`src/pkg/dac_clear_pkg.sv`:
```
// shared constants and types of the converter clear control block
`default_nettype none
package dac_clear_pkg;

  // ************************************************************
  // bus geometry
  // ************************************************************
  localparam int ADDR_W = 8;
  localparam int DATA_W = 16;
  localparam int NUM_CHAN = 12;

  // ************************************************************
  // register offsets
  // ************************************************************
  localparam logic [7:0] OFS_SOURCE_SELECT = 8'h53;
  localparam logic [7:0] OFS_AUTO_CLEAR_EN = 8'h54;
  localparam logic [7:0] OFS_SOFT_CLEAR = 8'h55;
  localparam logic [7:0] OFS_PIN0_CLEAR_EN = 8'h56;
  localparam logic [7:0] OFS_ALARM_STATUS = 8'h70;
  localparam logic [7:0] OFS_ALARM_MASK = 8'h71;
  localparam logic [7:0] OFS_CLEAR_STATE = 8'h72;
  localparam logic [7:0] OFS_ALARM_CAUSE = 8'h73;
  localparam logic [7:0] OFS_PIN_CAUSE = 8'h74;

  // ************************************************************
  // reset values
  // ************************************************************
  localparam logic [15:0] RST_SOURCE_SELECT = 16'h0004;
  localparam logic [15:0] RST_AUTO_CLEAR_EN = 16'h0000;
  localparam logic [15:0] RST_SOFT_CLEAR = 16'h0000;
  localparam logic [15:0] RST_PIN0_CLEAR_EN = 16'h0000;
  localparam logic [15:0] RST_ALARM_MASK = 16'h0000;

  // ************************************************************
  // field positions and writable masks
  // ************************************************************
  localparam int CHAN_LSB = 3;
  localparam int CHAN_MSB = 14;
  localparam logic [15:0] CHAN_MASK = 16'h7ff8;
  localparam logic [15:0] SOURCE_MASK = 16'h7ffc;
  localparam int BIT_CH0_SRC = 14;
  localparam int BIT_CH1_SRC = 13;
  localparam int BIT_CH2_SRC = 12;
  localparam int BIT_CH3_SRC = 11;
  localparam int BIT_LT_LOW_SRC = 10;
  localparam int BIT_LT_HIGH_SRC = 9;
  localparam int BIT_R1_LOW_SRC = 8;
  localparam int BIT_R1_HIGH_SRC = 7;
  localparam int BIT_R2_LOW_SRC = 6;
  localparam int BIT_R2_HIGH_SRC = 5;
  localparam int BIT_R1_FAIL_SRC = 4;
  localparam int BIT_R2_FAIL_SRC = 3;
  localparam int BIT_OVERTEMP_SRC = 2;
  // alarms that obey the per-channel auto-clear enables
  localparam logic [15:0] GATED_ALARM_MASK = 16'h7ff8;

  // ************************************************************
  // carrier of one register port request
  // ************************************************************
  typedef struct packed {
    logic [7:0] addr;
    logic [15:0] wdata;
    logic wr;
    logic rd;
  } reg_req_t;

endpackage
`default_nettype wire

```
`src/core/alarm_flag_bank.sv`:
```
// sticky alarm status flags with write-one-to-clear
`default_nettype none
module alarm_flag_bank (
  input wire logic ref_clk_i,
  input wire logic rstn_i,
  input wire logic [15:0] set_i,
  input wire logic [15:0] clr_i,
  output logic [15:0] flags_o
);

  logic [15:0] flags_q;

  // set wins over clear so an alarm in the clearing cycle is kept
  always_ff @(posedge ref_clk_i or negedge rstn_i) begin
    if (!rstn_i) begin
      flags_q <= 16'h0000;
    end else begin
      flags_q <= ((flags_q & ~clr_i) | set_i) & dac_clear_pkg::SOURCE_MASK;
    end
  end

  assign flags_o = flags_q;

endmodule
`default_nettype wire

```
`src/core/dac_clear_control.sv`:
```
// register bank and request combiner forcing converter channels into clear
//
// Our own choice: strobed register access.
`default_nettype none

// Function
// - channel-3 alarm clears enabled channels when its source select is set
// - unselected alarm still sets its flag but clears nothing
// - local temperature low/high source selects at bits 10 and 9, reset 0
// - first remote sensor low/high source selects at bits 8 and 7, reset 0
// - second remote sensor low/high source selects at bits 6 and 5, reset 0
// - remote sensor failure source selects at bits 4 and 3, reset 0
// - over-temperature source select at bit 2 resets to 1
// - source select bits 1 and 0 read zero, writes ignored
// - auto-clear enable per channel in bits 14 to 3, default 0
// - over-temperature alarm ignores enables and clears all channels when selected
// - software clear bit per channel; 1 clears, 0 restores
// - pin-0 enable per channel; low pin clears enabled channels only
// - analog channels 0 to 2 source selects at bits 14 to 12, reset 0
// - analog channel alarm flag set when input leaves its threshold window
// - every clear request acts on the next clock edge, whatever the load setting
module dac_clear_control (
  input wire logic ref_clk_i,
  input wire logic rstn_i,
  input wire dac_clear_pkg::reg_req_t reg_req_i,
  output logic [15:0] reg_rdata_o,
  input wire logic [15:0] alarm_event_i,
  input wire logic ext_clear_pin0_n_i,
  input wire logic [11:0] sync_load_en_i,
  output logic [11:0] dac_clear_o,
  output logic irq_o
);

  // ************************************************************
  // helper functions
  // ************************************************************

  // pull the twelve channel bits out of a channel register image
  function automatic logic [11:0] chan_field(input logic [15:0] word);
    chan_field = word[dac_clear_pkg::CHAN_MSB:dac_clear_pkg::CHAN_LSB];
  endfunction

  // place twelve channel bits back at their register position
  function automatic logic [15:0] chan_word(input logic [11:0] chans);
    chan_word = {1'b0, chans, 3'b000};
  endfunction

  // decode a write strobe for one offset
  function automatic logic wr_hit(input dac_clear_pkg::reg_req_t req,
                                  input logic [7:0] ofs);
    wr_hit = req.wr && (req.addr == ofs);
  endfunction

  // ************************************************************
  // declarations
  // ************************************************************
  logic [15:0] source_sel_q;
  logic [15:0] auto_en_q;
  logic [15:0] soft_clear_q;
  logic [15:0] pin0_en_q;
  logic [15:0] alarm_mask_q;
  logic [15:0] alarm_flags;
  logic [15:0] flag_clr;
  logic [15:0] flag_set;
  logic [15:0] read_mux;
  logic [15:0] rdata_q;
  logic [11:0] auto_clear_chan_en;
  logic [11:0] soft_clear_chan;
  logic [11:0] pin0_clear_chan_en;
  logic [11:0] alarm_req;
  logic [11:0] soft_req;
  logic [11:0] pin_req;
  logic [11:0] clear_d;
  logic [11:0] clear_q;
  logic [11:0] alarm_req_q;
  logic [11:0] pin_req_q;
  logic gated_alarm_active;
  logic overtemp_active;
  logic irq_q;

  // ************************************************************
  // source select register
  // ************************************************************

  // each selectable alarm has a writable bit; reserved ones stay zero
  always_ff @(posedge ref_clk_i or negedge rstn_i) begin
    if (!rstn_i) begin
      source_sel_q <= dac_clear_pkg::RST_SOURCE_SELECT;
    end else if (wr_hit(reg_req_i, dac_clear_pkg::OFS_SOURCE_SELECT)) begin
      // bits 14..2 cover analog, temperature and failure alarms
      source_sel_q <= reg_req_i.wdata & dac_clear_pkg::SOURCE_MASK;
    end
  end

  // ************************************************************
  // per-channel enable and software clear registers
  // ************************************************************

  // auto-clear enable, reset all channels off
  always_ff @(posedge ref_clk_i or negedge rstn_i) begin
    if (!rstn_i) begin
      auto_en_q <= dac_clear_pkg::RST_AUTO_CLEAR_EN;
    end else if (wr_hit(reg_req_i, dac_clear_pkg::OFS_AUTO_CLEAR_EN)) begin
      auto_en_q <= reg_req_i.wdata & dac_clear_pkg::CHAN_MASK;
    end
  end

  // software clear, held until software writes a zero back
  always_ff @(posedge ref_clk_i or negedge rstn_i) begin
    if (!rstn_i) begin
      soft_clear_q <= dac_clear_pkg::RST_SOFT_CLEAR;
    end else if (wr_hit(reg_req_i, dac_clear_pkg::OFS_SOFT_CLEAR)) begin
      soft_clear_q <= reg_req_i.wdata & dac_clear_pkg::CHAN_MASK;
    end
  end

  // pin-0 enable, selects which channels follow the external pin
  always_ff @(posedge ref_clk_i or negedge rstn_i) begin
    if (!rstn_i) begin
      pin0_en_q <= dac_clear_pkg::RST_PIN0_CLEAR_EN;
    end else if (wr_hit(reg_req_i, dac_clear_pkg::OFS_PIN0_CLEAR_EN)) begin
      pin0_en_q <= reg_req_i.wdata & dac_clear_pkg::CHAN_MASK;
    end
  end

  // interrupt mask, same layout as the alarm status
  always_ff @(posedge ref_clk_i or negedge rstn_i) begin
    if (!rstn_i) begin
      alarm_mask_q <= dac_clear_pkg::RST_ALARM_MASK;
    end else if (wr_hit(reg_req_i, dac_clear_pkg::OFS_ALARM_MASK)) begin
      alarm_mask_q <= reg_req_i.wdata & dac_clear_pkg::SOURCE_MASK;
    end
  end

  assign auto_clear_chan_en = chan_field(auto_en_q);
  assign soft_clear_chan = chan_field(soft_clear_q);
  assign pin0_clear_chan_en = chan_field(pin0_en_q);

  // ************************************************************
  // alarm status flags
  // ************************************************************

  // flags latch whether or not the alarm is selected as a clear source;
  // the window compare lives upstream and arrives here as one event bit
  assign flag_set = alarm_event_i & dac_clear_pkg::SOURCE_MASK;

  // write one to clear; a concurrent event keeps its flag
  assign flag_clr = wr_hit(reg_req_i, dac_clear_pkg::OFS_ALARM_STATUS) ?
                    reg_req_i.wdata : 16'h0000;

  alarm_flag_bank u_flags (
    .ref_clk_i(ref_clk_i),
    .rstn_i(rstn_i),
    .set_i(flag_set),
    .clr_i(flag_clr),
    .flags_o(alarm_flags)
  );

  // ************************************************************
  // clear request sources
  // ************************************************************

  // any flagged and selected alarm among those that honour the enables:
  // analog 0..3, local and remote temperature, remote failure
  assign gated_alarm_active = |(alarm_flags & source_sel_q &
                                dac_clear_pkg::GATED_ALARM_MASK);

  // over-temperature bypasses the per-channel enables entirely
  assign overtemp_active = alarm_flags[dac_clear_pkg::BIT_OVERTEMP_SRC] &
                           source_sel_q[dac_clear_pkg::BIT_OVERTEMP_SRC];

  // alarm request per channel
  always_comb begin
    alarm_req = auto_clear_chan_en & {dac_clear_pkg::NUM_CHAN{gated_alarm_active}};
    if (overtemp_active) begin
      alarm_req = {dac_clear_pkg::NUM_CHAN{1'b1}};
    end
  end

  // software request follows the register bits directly
  assign soft_req = soft_clear_chan;

  // pin is active low; disabled channels never see it
  assign pin_req = pin0_clear_chan_en &
                   {dac_clear_pkg::NUM_CHAN{~ext_clear_pin0_n_i}};

  // ************************************************************
  // channel clear combiner
  // ************************************************************

  // sync load enables only govern data loading, so they take no part here;
  // a channel leaves clear only once every source has gone away
  assign clear_d = alarm_req | soft_req | pin_req;

  // one register stage keeps the output glitch free at a cost of one cycle
  always_ff @(posedge ref_clk_i or negedge rstn_i) begin
    if (!rstn_i) begin
      clear_q <= 12'h000;
    end else begin
      clear_q <= clear_d;
    end
  end

  // cause snapshots for software diagnosis
  always_ff @(posedge ref_clk_i or negedge rstn_i) begin
    if (!rstn_i) begin
      alarm_req_q <= 12'h000;
      pin_req_q <= 12'h000;
    end else begin
      alarm_req_q <= alarm_req;
      pin_req_q <= pin_req;
    end
  end

  assign dac_clear_o = clear_q;

  // ************************************************************
  // interrupt
  // ************************************************************

  // level output, high while any flag whose mask bit is one is set
  always_ff @(posedge ref_clk_i or negedge rstn_i) begin
    if (!rstn_i) begin
      irq_q <= 1'b0;
    end else begin
      irq_q <= |(alarm_flags & alarm_mask_q);
    end
  end

  assign irq_o = irq_q;

  // ************************************************************
  // read path
  // ************************************************************

  // reserved bits are already zero in storage, unmapped reads give zero
  always_comb begin
    case (reg_req_i.addr)
      dac_clear_pkg::OFS_SOURCE_SELECT: begin
        read_mux = source_sel_q;
      end
      dac_clear_pkg::OFS_AUTO_CLEAR_EN: begin
        read_mux = auto_en_q;
      end
      dac_clear_pkg::OFS_SOFT_CLEAR: begin
        read_mux = soft_clear_q;
      end
      dac_clear_pkg::OFS_PIN0_CLEAR_EN: begin
        read_mux = pin0_en_q;
      end
      dac_clear_pkg::OFS_ALARM_STATUS: begin
        read_mux = alarm_flags;
      end
      dac_clear_pkg::OFS_ALARM_MASK: begin
        read_mux = alarm_mask_q;
      end
      dac_clear_pkg::OFS_CLEAR_STATE: begin
        read_mux = chan_word(clear_q);
      end
      dac_clear_pkg::OFS_ALARM_CAUSE: begin
        read_mux = chan_word(alarm_req_q);
      end
      dac_clear_pkg::OFS_PIN_CAUSE: begin
        read_mux = chan_word(pin_req_q);
      end
      default: begin
        read_mux = 16'h0000;
      end
    endcase
  end

  // data stand only in the cycle after the read strobe
  always_ff @(posedge ref_clk_i or negedge rstn_i) begin
    if (!rstn_i) begin
      rdata_q <= 16'h0000;
    end else if (reg_req_i.rd) begin
      rdata_q <= read_mux;
    end else begin
      rdata_q <= 16'h0000;
    end
  end

  assign reg_rdata_o = rdata_q;

endmodule
`default_nettype wire

```
`config.mk`:
```
export PLATFORM = sky130hd
export DESIGN_NAME = dac_clear_control
export DESIGN_NICKNAME = d
export VERILOG_FILES = /design/src/pkg/dac_clear_pkg.sv /design/src/core/alarm_flag_bank.sv /design/src/core/dac_clear_control.sv
export SDC_FILE = /design/constraint.sdc
export NUM_CORES = 1
export LEC_CHECK = 0
export ABC_AREA = 1
export BUFFER_PORTS_ARGS = -buffer_cell sky130_fd_sc_hd__buf_4
export CORE_MARGIN = 2
export CORE_UTILIZATION = 57
export CTS_CLUSTER_DIAMETER = 120
export DETAILED_ROUTE_END_ITERATION = 10
export GPL_ROUTABILITY_DRIVEN = 0
export HOLD_SLACK_MARGIN = 0.1
export MAX_ROUTING_LAYER = met4
export PLACE_DENSITY = 0.8
export SETUP_SLACK_MARGIN = 0.1
export SLEW_MARGIN = 25
export SYNTH_ARGS = -nofsm -noshare
export SYNTH_HDL_FRONTEND = slang
export SYNTH_SLANG_ARGS = --single-unit
```
`constraint.sdc`:
```
create_clock -name ref_clk_i -period 1.7 [get_ports ref_clk_i]
set_clock_uncertainty 0.2 [all_clocks]
set_input_delay 0.085 -clock ref_clk_i [delete_from_list [all_inputs] [get_ports ref_clk_i]]
set_output_delay 0.085 -clock ref_clk_i [all_outputs]
set_load 0.05 [all_outputs]
```
# [After elaboration in Yosys (flattened, before gate mapping)]
# Index checks and enable logic that the tools add are counted.
[totals] reg_bits=128 output_inout_bits=29 word_cells=43
[op_classes] eq_ne=9 mux=4 n_bitwise=11 n_reduce_logical=8
[ops] op="case mux 15 bit (9 select lines)" count=1
[ops] op="equality test 8 x 7 -> 1 bit, second input constant" count=9
[ops] op="AND 15 bit" count=3
[ops] op="2-to-1 mux 15 bit" count=2
[ops] op="AND 12 bit" count=2
[ops] op="OR 12 bit" count=2
[ops] op="OR reduction 16 bit" count=1
[ops] op="NOT 15 bit" count=1
[ops] op="OR 15 bit" count=1
[ops] op="2-to-1 mux 12 bit" count=1
[ops] op="OR reduction 12 bit" count=1
[ops] op="logical AND 1 bit" count=6
[ops] op="AND 1 bit" count=1
[ops] op="NOT 1 bit" count=1

# [Depth between registers and ports, before layout]
# Gate-level depths: netlist of the first run.
[logic_depth] word_depth=6 ltp_mapped=12

# [By module]
# A second synthesis of the first run with hierarchy kept.
[unflattened] hier_cells=728 area_unflattened_um2=6109.6
[by_module_without_submodules] module="dac_clear_control" n_inst=1 cells_per_inst=659 area_each_um2=5562.8
[by_module_without_submodules] module="alarm_flag_bank" n_inst=1 cells_per_inst=69 area_each_um2=546.8

# [Worst setup path after synthesis of the first run]
# Ideal clock, no wire load.
[synth_timing] kind="flip-flop to flip-flop" start="register source_sel_q[5]" end="register clear_q[10], in the netlist dac_clear_o[10]" setup_ps=138 arrival_time_ps=1069 t_required_ps=1362 slack_ps=293 path_stages_with_launch=7 synth_period_minus_slack_ps=1407 path_cell_list="dfrtp_1 -> a22o_1 -> nor2_1 -> nand3_1 -> buf_2 -> nand2_1 -> nand3_1"
[synth_between] elab_chain_cells=6
[synth_rtl] element="start: declaration" line_no="dac_clear_control.sv:57" text="logic [15:0] source_sel_q;"
[synth_rtl] element="start signal: assignment" line_no="dac_clear_control.sv:88" text="source_sel_q <= dac_clear_pkg::RST_SOURCE_SELECT;"
[synth_rtl] element="start signal: assignment" line_no="dac_clear_control.sv:91" text="source_sel_q <= reg_req_i.wdata & dac_clear_pkg::SOURCE_MASK;"
[synth_rtl] element="AND 15 bit" line_no="dac_clear_control.sv:165" text="assign gated_alarm_active = |(alarm_flags & source_sel_q &"
[synth_rtl] element="OR reduction 12 bit" line_no="dac_clear_control.sv:165"
[synth_rtl] element="AND 12 bit" line_no="dac_clear_control.sv:174" text="alarm_req = auto_clear_chan_en & {dac_clear_pkg::NUM_CHAN{gated_alarm_active}};"
[synth_rtl] element="2-to-1 mux 12 bit" line_no="dac_clear_control.sv:175" text="if (overtemp_active) begin"
[synth_rtl] element="OR 12 bit (2 in series)" line_no="dac_clear_control.sv:193" text="assign clear_d = alarm_req | soft_req | pin_req;"
[synth_rtl] element="net clear_d[10]" line_no="dac_clear_control.sv:73" text="logic [11:0] clear_d;"
[synth_rtl] element="end signal: assignment" line_no="dac_clear_control.sv:200" text="clear_q <= clear_d;"
[synth_rtl] element="end: declaration" line_no="dac_clear_control.sv:74" text="logic [11:0] clear_q;"
# The timed path passes the listed nets, and every way through them passes these cells.
# A chain may end at the register's enable or synchronous reset.

# [Worst setup path in the final report of the first run]
[layout_timing] start="input reg_req_i[1] (netlist bit)" end="register pin0_en_q[8]"
[layout_between] elab_chain_cells=1
[layout_rtl] element="start: declaration" line_no="dac_clear_control.sv:25" text="input wire dac_clear_pkg::reg_req_t reg_req_i,"
[layout_rtl] element="logical AND 1 bit" line_no="dac_clear_control.sv:51" text="wr_hit = req.wr && (req.addr == ofs);"
[layout_rtl] element="end signal: assignment" line_no="dac_clear_control.sv:120" text="pin0_en_q <= dac_clear_pkg::RST_PIN0_CLEAR_EN;"
[layout_rtl] element="end signal: assignment" line_no="dac_clear_control.sv:122" text="pin0_en_q <= reg_req_i.wdata & dac_clear_pkg::CHAN_MASK;"
[layout_rtl] element="end: declaration" line_no="dac_clear_control.sv:60" text="logic [15:0] pin0_en_q;"
# Every way passes these cells.

==> results_dict.tcl, run 1 <==
set metrics [dict create \
    status "finished clean" \
    cts_hold_buf 56 \
    route.detailed.drc 0 \
    stdcell_area_sq_um 7750 \
    grt_pass1_vias 5224 \
    fp-row-count 36 \
    design.core.area_sq_um 9860 \
    final_cells 995 \
    yosys.area.top_type "dfrtp_1" \
    fp.dieArea_sq_um 11100 \
    min_period_ns 1.64 \
    grt_max_degree 56 \
    synth_top_area_share_pct 53.2 \
    yosysSeqAreaShare_pct 53.7 \
    dp_hpwl_mm 10.3 \
    vias 5628 \
    dp_worst_setup_slack_ns 0.0393 \
    start_kind "primary input" \
    overflow 0 \
    crit_fanout 8 \
    syn_area_per_cell_sq_um 8.11 \
    root_buffer "clkbuf_8" \
    required_ns 1.95 \
    synth_area_leaders "dfrtp_1 (53%), nand2_1 (12%), nand3_1 (8.5%)" \
    layout_common_cells "nand2_1 (168), dfrtp_1 (122), nand3_1 (94)" \
    start_util_pct 59.1 \
    final_common_cell "nand2_1" \
    area.growth.synth_to_final_pct 32.9 \
    synth_area_sq_um 5830 \
    finalCritPeriodShare_pct 96.2 \
    antenna_cells 0 \
    finalWorstSetupSlack_ns 0.0650 \
    setup_tns_ns 0 \
    slew_headroom_pct 64.0 \
    maxSlewViolCount 0 \
    clock-sinks 125 \
    place_area_sq_um 6450 \
    cts_inserted_buffers 17 \
    worstPathArrival_ns 1.89 \
    synth_cell_type_count 27 \
    die_width_um 105 \
    ioPinCount 86 \
    antenna_found_initial 0 \
    gr-usage-all-layers_pct 31.8 \
    worst_slew_pin_slew_ns 0.539 \
    setup_viol 0 \
    fin_nets 906 \
    hold_path_class "primary input to register" \
    p_leak_uw 0.00394 \
    ys_ff_latch 125 \
    portBuffers 64 \
    vias_per_cell 5.66 \
    fill_cells 632 \
    cts_max_level 4 \
    clk_latency_ns 0.52 \
    yosys_warnings 0 \
    wl_mm 17.0 \
    drt_iter0_drc 583 \
    whs_path_depth 6 \
    cts_tree "yes" \
    fmax_mhz 612 \
    r2r_cells 6 \
    wl_per_cell_um 17.0 \
    dp_cells 898 \
    detail-route-antenna-nets 0 \
    powerDensity_nw_per_um2 999 \
    rsz0062_at_grt "yes" \
    cts.clk_slew.worst_paths_ns 0.06 \
    ir_worst_vdd_uv 596 \
    grt_pass1_wl_mm 26.6 \
    endpoint_kind "register" \
    drive_gt1_share_pct 19.3 \
    worstSetupPathType "primary input to register" \
    dr.pass1.iters 6 \
    hold_viol_final 0 \
    clock_path_buffers 2 \
    fin_util_pct 78.5 \
    syn_inst 719 \
    max_cap_viol_count 0 \
    chipHeight_um 105 \
]
## path summary, 6_finish.rpt
| kind | slack [ns] | endpoint | startpoint |
|---|---|---|---|
| max in group asynchronous | 0.33 | pin0_en_q[14] | rstn_i |
| worst min register to register | 0.31 | source_sel_q[7] | source_sel_q[7] |
| worst max register to register | 0.11 | dac_clear_o[2] | source_sel_q[4] |
| worst max-delay path | 0.06 | pin0_en_q[8] | reg_req_i[1] |
| min in group asynchronous | 0.36 | u_flags.flags_o[13] | rstn_i |
| worst min-delay path | 0.02 | pin0_en_q[5] | reg_req_i[21] |
## layout make-up
class	count	area (sq um)	share of cell area, %
clock buffers	19	432	5.57
clock inverters	13	143	1.84
inverters	75	282	3.63
multi-input cells	485	2300	29.7
flip-flops and latches	125	3130	40.4
well taps	133	166	2.15
repair buffers	145	1290	16.7
## where the power goes
part           internal [uW]  leakage (uW)  switching, uW
clock                   2130      0.000278           1370
combinational            372       0.00201            633
sequential              3130       0.00165            104
total                   5630       0.00394           2110
## layer usage
layer | vias to the layer above | track usage [%] | wire, um
li1 | 2555 | - | -
met1 | 2673 | 43.6 | 6720
met2 | 357 | 46.9 | 8030
met3 | 43 | 8.86 | 1790
met4 | 0 | 8.76 | 413
met5 | - | - | 0
## timing repair
| action | in CTS | in global routing |
|---|---|---|
| setup endpoints to repair | 5 | 10 |
| buffers inserted | 2 | 4 |
| resized for setup | 1 | 29 |
| gates cloned | 0 | 3 |
| pin swaps | 0 | 5 |
| endpoints found under the hold margin | 237 | 6 |
## worst max-delay path: stages
cell and delay (ns):
dlygate4sd3_1 0.53, buf_4 0.23, nand3_2 0.18, o21ai_0 0.25, dlygate4sd3_1 0.60
## per-stage QoR
stage          hold WS, ns  total power, uW
2_1_floorplan       -0.411             3720
3_3_place_gp        -0.181             4050
3_5_place_dp        -0.179             4070
4_1_cts             0.0449             7620
5_1_grt             0.0430             7970
6_report            0.0222             7740
## registers in the layout, indices dropped and copies added (netlist names)
name / flops
reg_rdata_o: 13
irq_o: 1
pin0_en_q: 12
pin_req_q: 12
auto_en_q: 12
alarm_req_q: 12
soft_clear_q: 12
source_sel_q: 13
u_flags.flags_o: 13
alarm_mask_q: 13
dac_clear_o: 12
## logic make-up after synthesis
kind of cell	synth area share [%]
AO/OA/AOI/OAI	7.66
buffers and inverters	8.65
flip-flops	53.7
other	0.0643
AND/OR/NAND/NOR	29.9
## synthesized netlist by cell type (all sizes together)
master  instances
and2            1
nand3         101
conb            1
a21oi           3
nand4          14
buf            30
a22o            2
o21ai          75
nand2         189
clkbuf          8
dfrtp         124
dfstp           1
o22ai           1
nor2           90
inv            75
a221oi          2
o21bai          2
Power figures use the tool's default switching activity.
==> run 2: changes to the inputs <==
--- a/config.mk
+++ b/config.mk
@@ -5,16 +5,17 @@
 export SDC_FILE = /design/constraint.sdc
 export NUM_CORES = 1
 export LEC_CHECK = 0
-export ABC_AREA = 1
 export BUFFER_PORTS_ARGS = -buffer_cell sky130_fd_sc_hd__buf_4
+export CELL_PAD_IN_SITES_DETAIL_PLACEMENT = 0
+export CELL_PAD_IN_SITES_GLOBAL_PLACEMENT = 1
 export CORE_MARGIN = 2
-export CORE_UTILIZATION = 57
+export CORE_UTILIZATION = 46
 export CTS_CLUSTER_DIAMETER = 120
 export DETAILED_ROUTE_END_ITERATION = 10
 export GPL_ROUTABILITY_DRIVEN = 0
 export HOLD_SLACK_MARGIN = 0.1
 export MAX_ROUTING_LAYER = met4
-export PLACE_DENSITY = 0.8
+export PLACE_DENSITY = 0.79
 export SETUP_SLACK_MARGIN = 0.1
 export SLEW_MARGIN = 25
 export SYNTH_ARGS = -nofsm -noshare
==> run 2 against run 1 <==
Against the previous run:
- the run now ends with setup timing left
- global-route usage shrank 2.5 points
- worst setup slack lost 0.31 ns
- design area grew 4.3%
- maximum frequency shrank 16%
- first-iteration DRC count shrank 18%
- core utilization shrank 12 points
- sequential power is essentially flat
- routed wire length grew 4.1%
- synthesized cell count shrank 38%
- clock power grew 22%
- critical endpoint is now dac_clear_o[8]
==> results_dict.tcl, run 2 <==
set metrics [dict create \
    area.growth.synth_to_final_pct 40.6 \
    fp-row-count 40 \
    violations "setup timing" \
    hold_viol_final 0 \
    hold_path_class "primary input to register" \
    setup_viol 23 \
    endpoint_kind "register" \
    min_period_ns 1.94 \
    detail-route-antenna-nets 0 \
    fp.dieArea_sq_um 13400 \
    powerDensity_nw_per_um2 1070 \
    route.detailed.drc 0 \
    synth_edf_count 0 \
    max_cap_viol_count 0 \
    clock_path_buffers 2 \
    yosysSeqAreaShare_pct 54.4 \
    synth_top_area_share_pct 54.0 \
    wl_per_cell_um 22.2 \
    dr.pass1.iters 5 \
    grt_pass1_wl_mm 27.3 \
    maxSlewViolCount 0 \
    antenna_cells 0 \
    fin_nets 670 \
    rsz0062_at_grt "yes" \
    p_leak_uw 0.00400 \
    vias 4567 \
    overflow 0 \
    ys_ff_latch 125 \
    syn_area_per_cell_sq_um 12.9 \
    yosysMostFrequentCell "dfrtp_1" \
    synth_common_cells "dfrtp_1 (124), mux2_2 (44), a21o_1 (25)" \
    ir_worst_vdd_uv 940 \
    cts_tree "yes" \
    drt_iter0_drc 478 \
    antenna_found_initial 0 \
    status "finished, violations left" \
    syn_inst 444 \
    cts.clk_slew.worst_paths_ns 0.05 \
    drive_gt1_share_pct 41.5 \
    start_kind "register" \
    final_common_cell "buf_4" \
    grt_pass1_vias 4683 \
    finalCritPeriodShare_pct 114 \
    die_width_um 116 \
    synth_area_sq_um 5750 \
    fin_util_pct 66.7 \
    gr-usage-all-layers_pct 29.2 \
    ioPinCount 86 \
    grt_max_degree 78 \
    design.core.area_sq_um 12100 \
    yosys_warnings 0 \
    portBuffers 64 \
    synth_area_leaders "dfrtp_1 (54%), mux2_2 (8.6%), a21o_1 (3.3%)" \
    cts_max_level 4 \
    worstSetupPathType "register to register" \
    fmax_mhz 515 \
    clk_latency_ns 0.43 \
    ys_async_sr_fraction_pct 100 \
    p_total_uw 8680 \
    layout_common_cells "buf_4 (136), dfrtp_1 (124), mux2_2 (44)" \
    dp_hpwl_mm 12.0 \
    cts_inserted_buffers 17 \
    start_util_pct 47.5 \
    clock-sinks 125 \
    finalWorstSetupSlack_ns -0.241 \
    required_ns 1.80 \
    vias_per_cell 5.75 \
    yosys.area.top_type "dfrtp_1" \
    root_buffer "clkbuf_16" \
    chipHeight_um 116 \
    timing.hold.ws_ns 0.105 \
    fill_cells 911 \
    synth_cell_type_count 50 \
    synth_flop_cell "dfrtp_1" \
    crit_fanout 9 \
    wl_mm 17.6 \
    worstPathArrival_ns 2.04 \
]
run 2: cell count changes after synthesis, sizes merged, moves of 16 or more:
| cell | before | now |
|---|---|---|
| nor2 | 90 | 9 |
| o21ai | 75 | 11 |
| nand3 | 101 | 4 |
| mux2 | 0 | 69 |
| a21o | 0 | 25 |
| nand2 | 189 | 21 |
| inv | 75 | 0 |
| a22oi | 0 | 18 |
| nor2b | 0 | 16 |
run 2: where the power goes:
group          switching, uW  internal [uW]
combinational            629            529
clock                   1380           2890
sequential               116           3130
total                   2130           6550
run 2: metrics by stage:
stage          std cells  setup TNS [ns]  setup slack (ns)  cell area [sq um]
2_1_floorplan        446           -1.95           -0.0992               5850
3_3_place_gp         723           -4.94            -0.151               6970
3_5_place_dp         723           -6.20            -0.223               6970
4_1_cts              791           -3.01            -0.227               8040
5_1_grt              794           -4.09            -0.267               8080
6_report             794           -3.39            -0.241               8080
run 2: final cells by class:
class	count	area [sq um]	area share, %
Clock inverter	15	268	3.31
Sequential cell	125	3130	38.7
Tap cell	168	210	2.60
Clock buffer	17	425	5.26
Multi-Input combinational cell	289	2550	31.5
Timing Repair Buffer	180	1500	18.6
run 2: worst paths after layout:
path                       depth (start not counted)  slack [ns]              end               start
setup / recovery                                   5       -0.24   dac_clear_o[8]  u_flags.flags_o[4]
hold / removal                                     5        0.11   reg_rdata_o[4]       reg_req_i[22]
setup reg to reg                                   5       -0.24   dac_clear_o[8]  u_flags.flags_o[4]
hold reg to reg                                    1        0.31   dac_clear_o[1]     soft_clear_q[4]
max in group asynchronous                          4        0.35  source_sel_q[2]              rstn_i
min in group asynchronous                          4        0.58     pin_req_q[4]              rstn_i
run 2: worst max-delay path, stage by stage, from the launching register on:
cell and delay (ns):
dfrtp_1 0.40, a22o_1 0.25, a221oi_2 0.22, nand3_2 0.18, buf_6 0.19, a2111o_1 0.37
run 2: cells by family (layout without fill, tap and decap cells):
family | after synthesis | count (layout) | synth area share (%)
simple gates | 87 | 87 | 9.97
fa+ha+maj | 1 | 1 | 0.174
buf+inv | 32 | 212 | 2.87
mux | 84 | 84 | 17.0
other cells | 1 | 3 | 0.0652
compound gates | 114 | 114 | 15.5
flops | 125 | 125 | 54.4
run 2: layer usage:
| layer | wire length (um) | GRT usage (%) | vias to the layer above |
|---|---|---|---|
| li1 | - | - | 2011 |
| met1 | 7660 | 38.1 | 2314 |
| met2 | 8470 | 44.6 | 207 |
| met3 | 1120 | 8.26 | 35 |
| met4 | 390 | 9.44 | 0 |
| met5 | 0 | - | - |
run 2: repair_timing:
action,CTS,global route
setup buffers,2,3
hold buffers,35,0
pin swaps,9,13
endpoints found under the hold margin,237,0
endpoints found under the setup margin,25,50
gates resized for setup,5,6
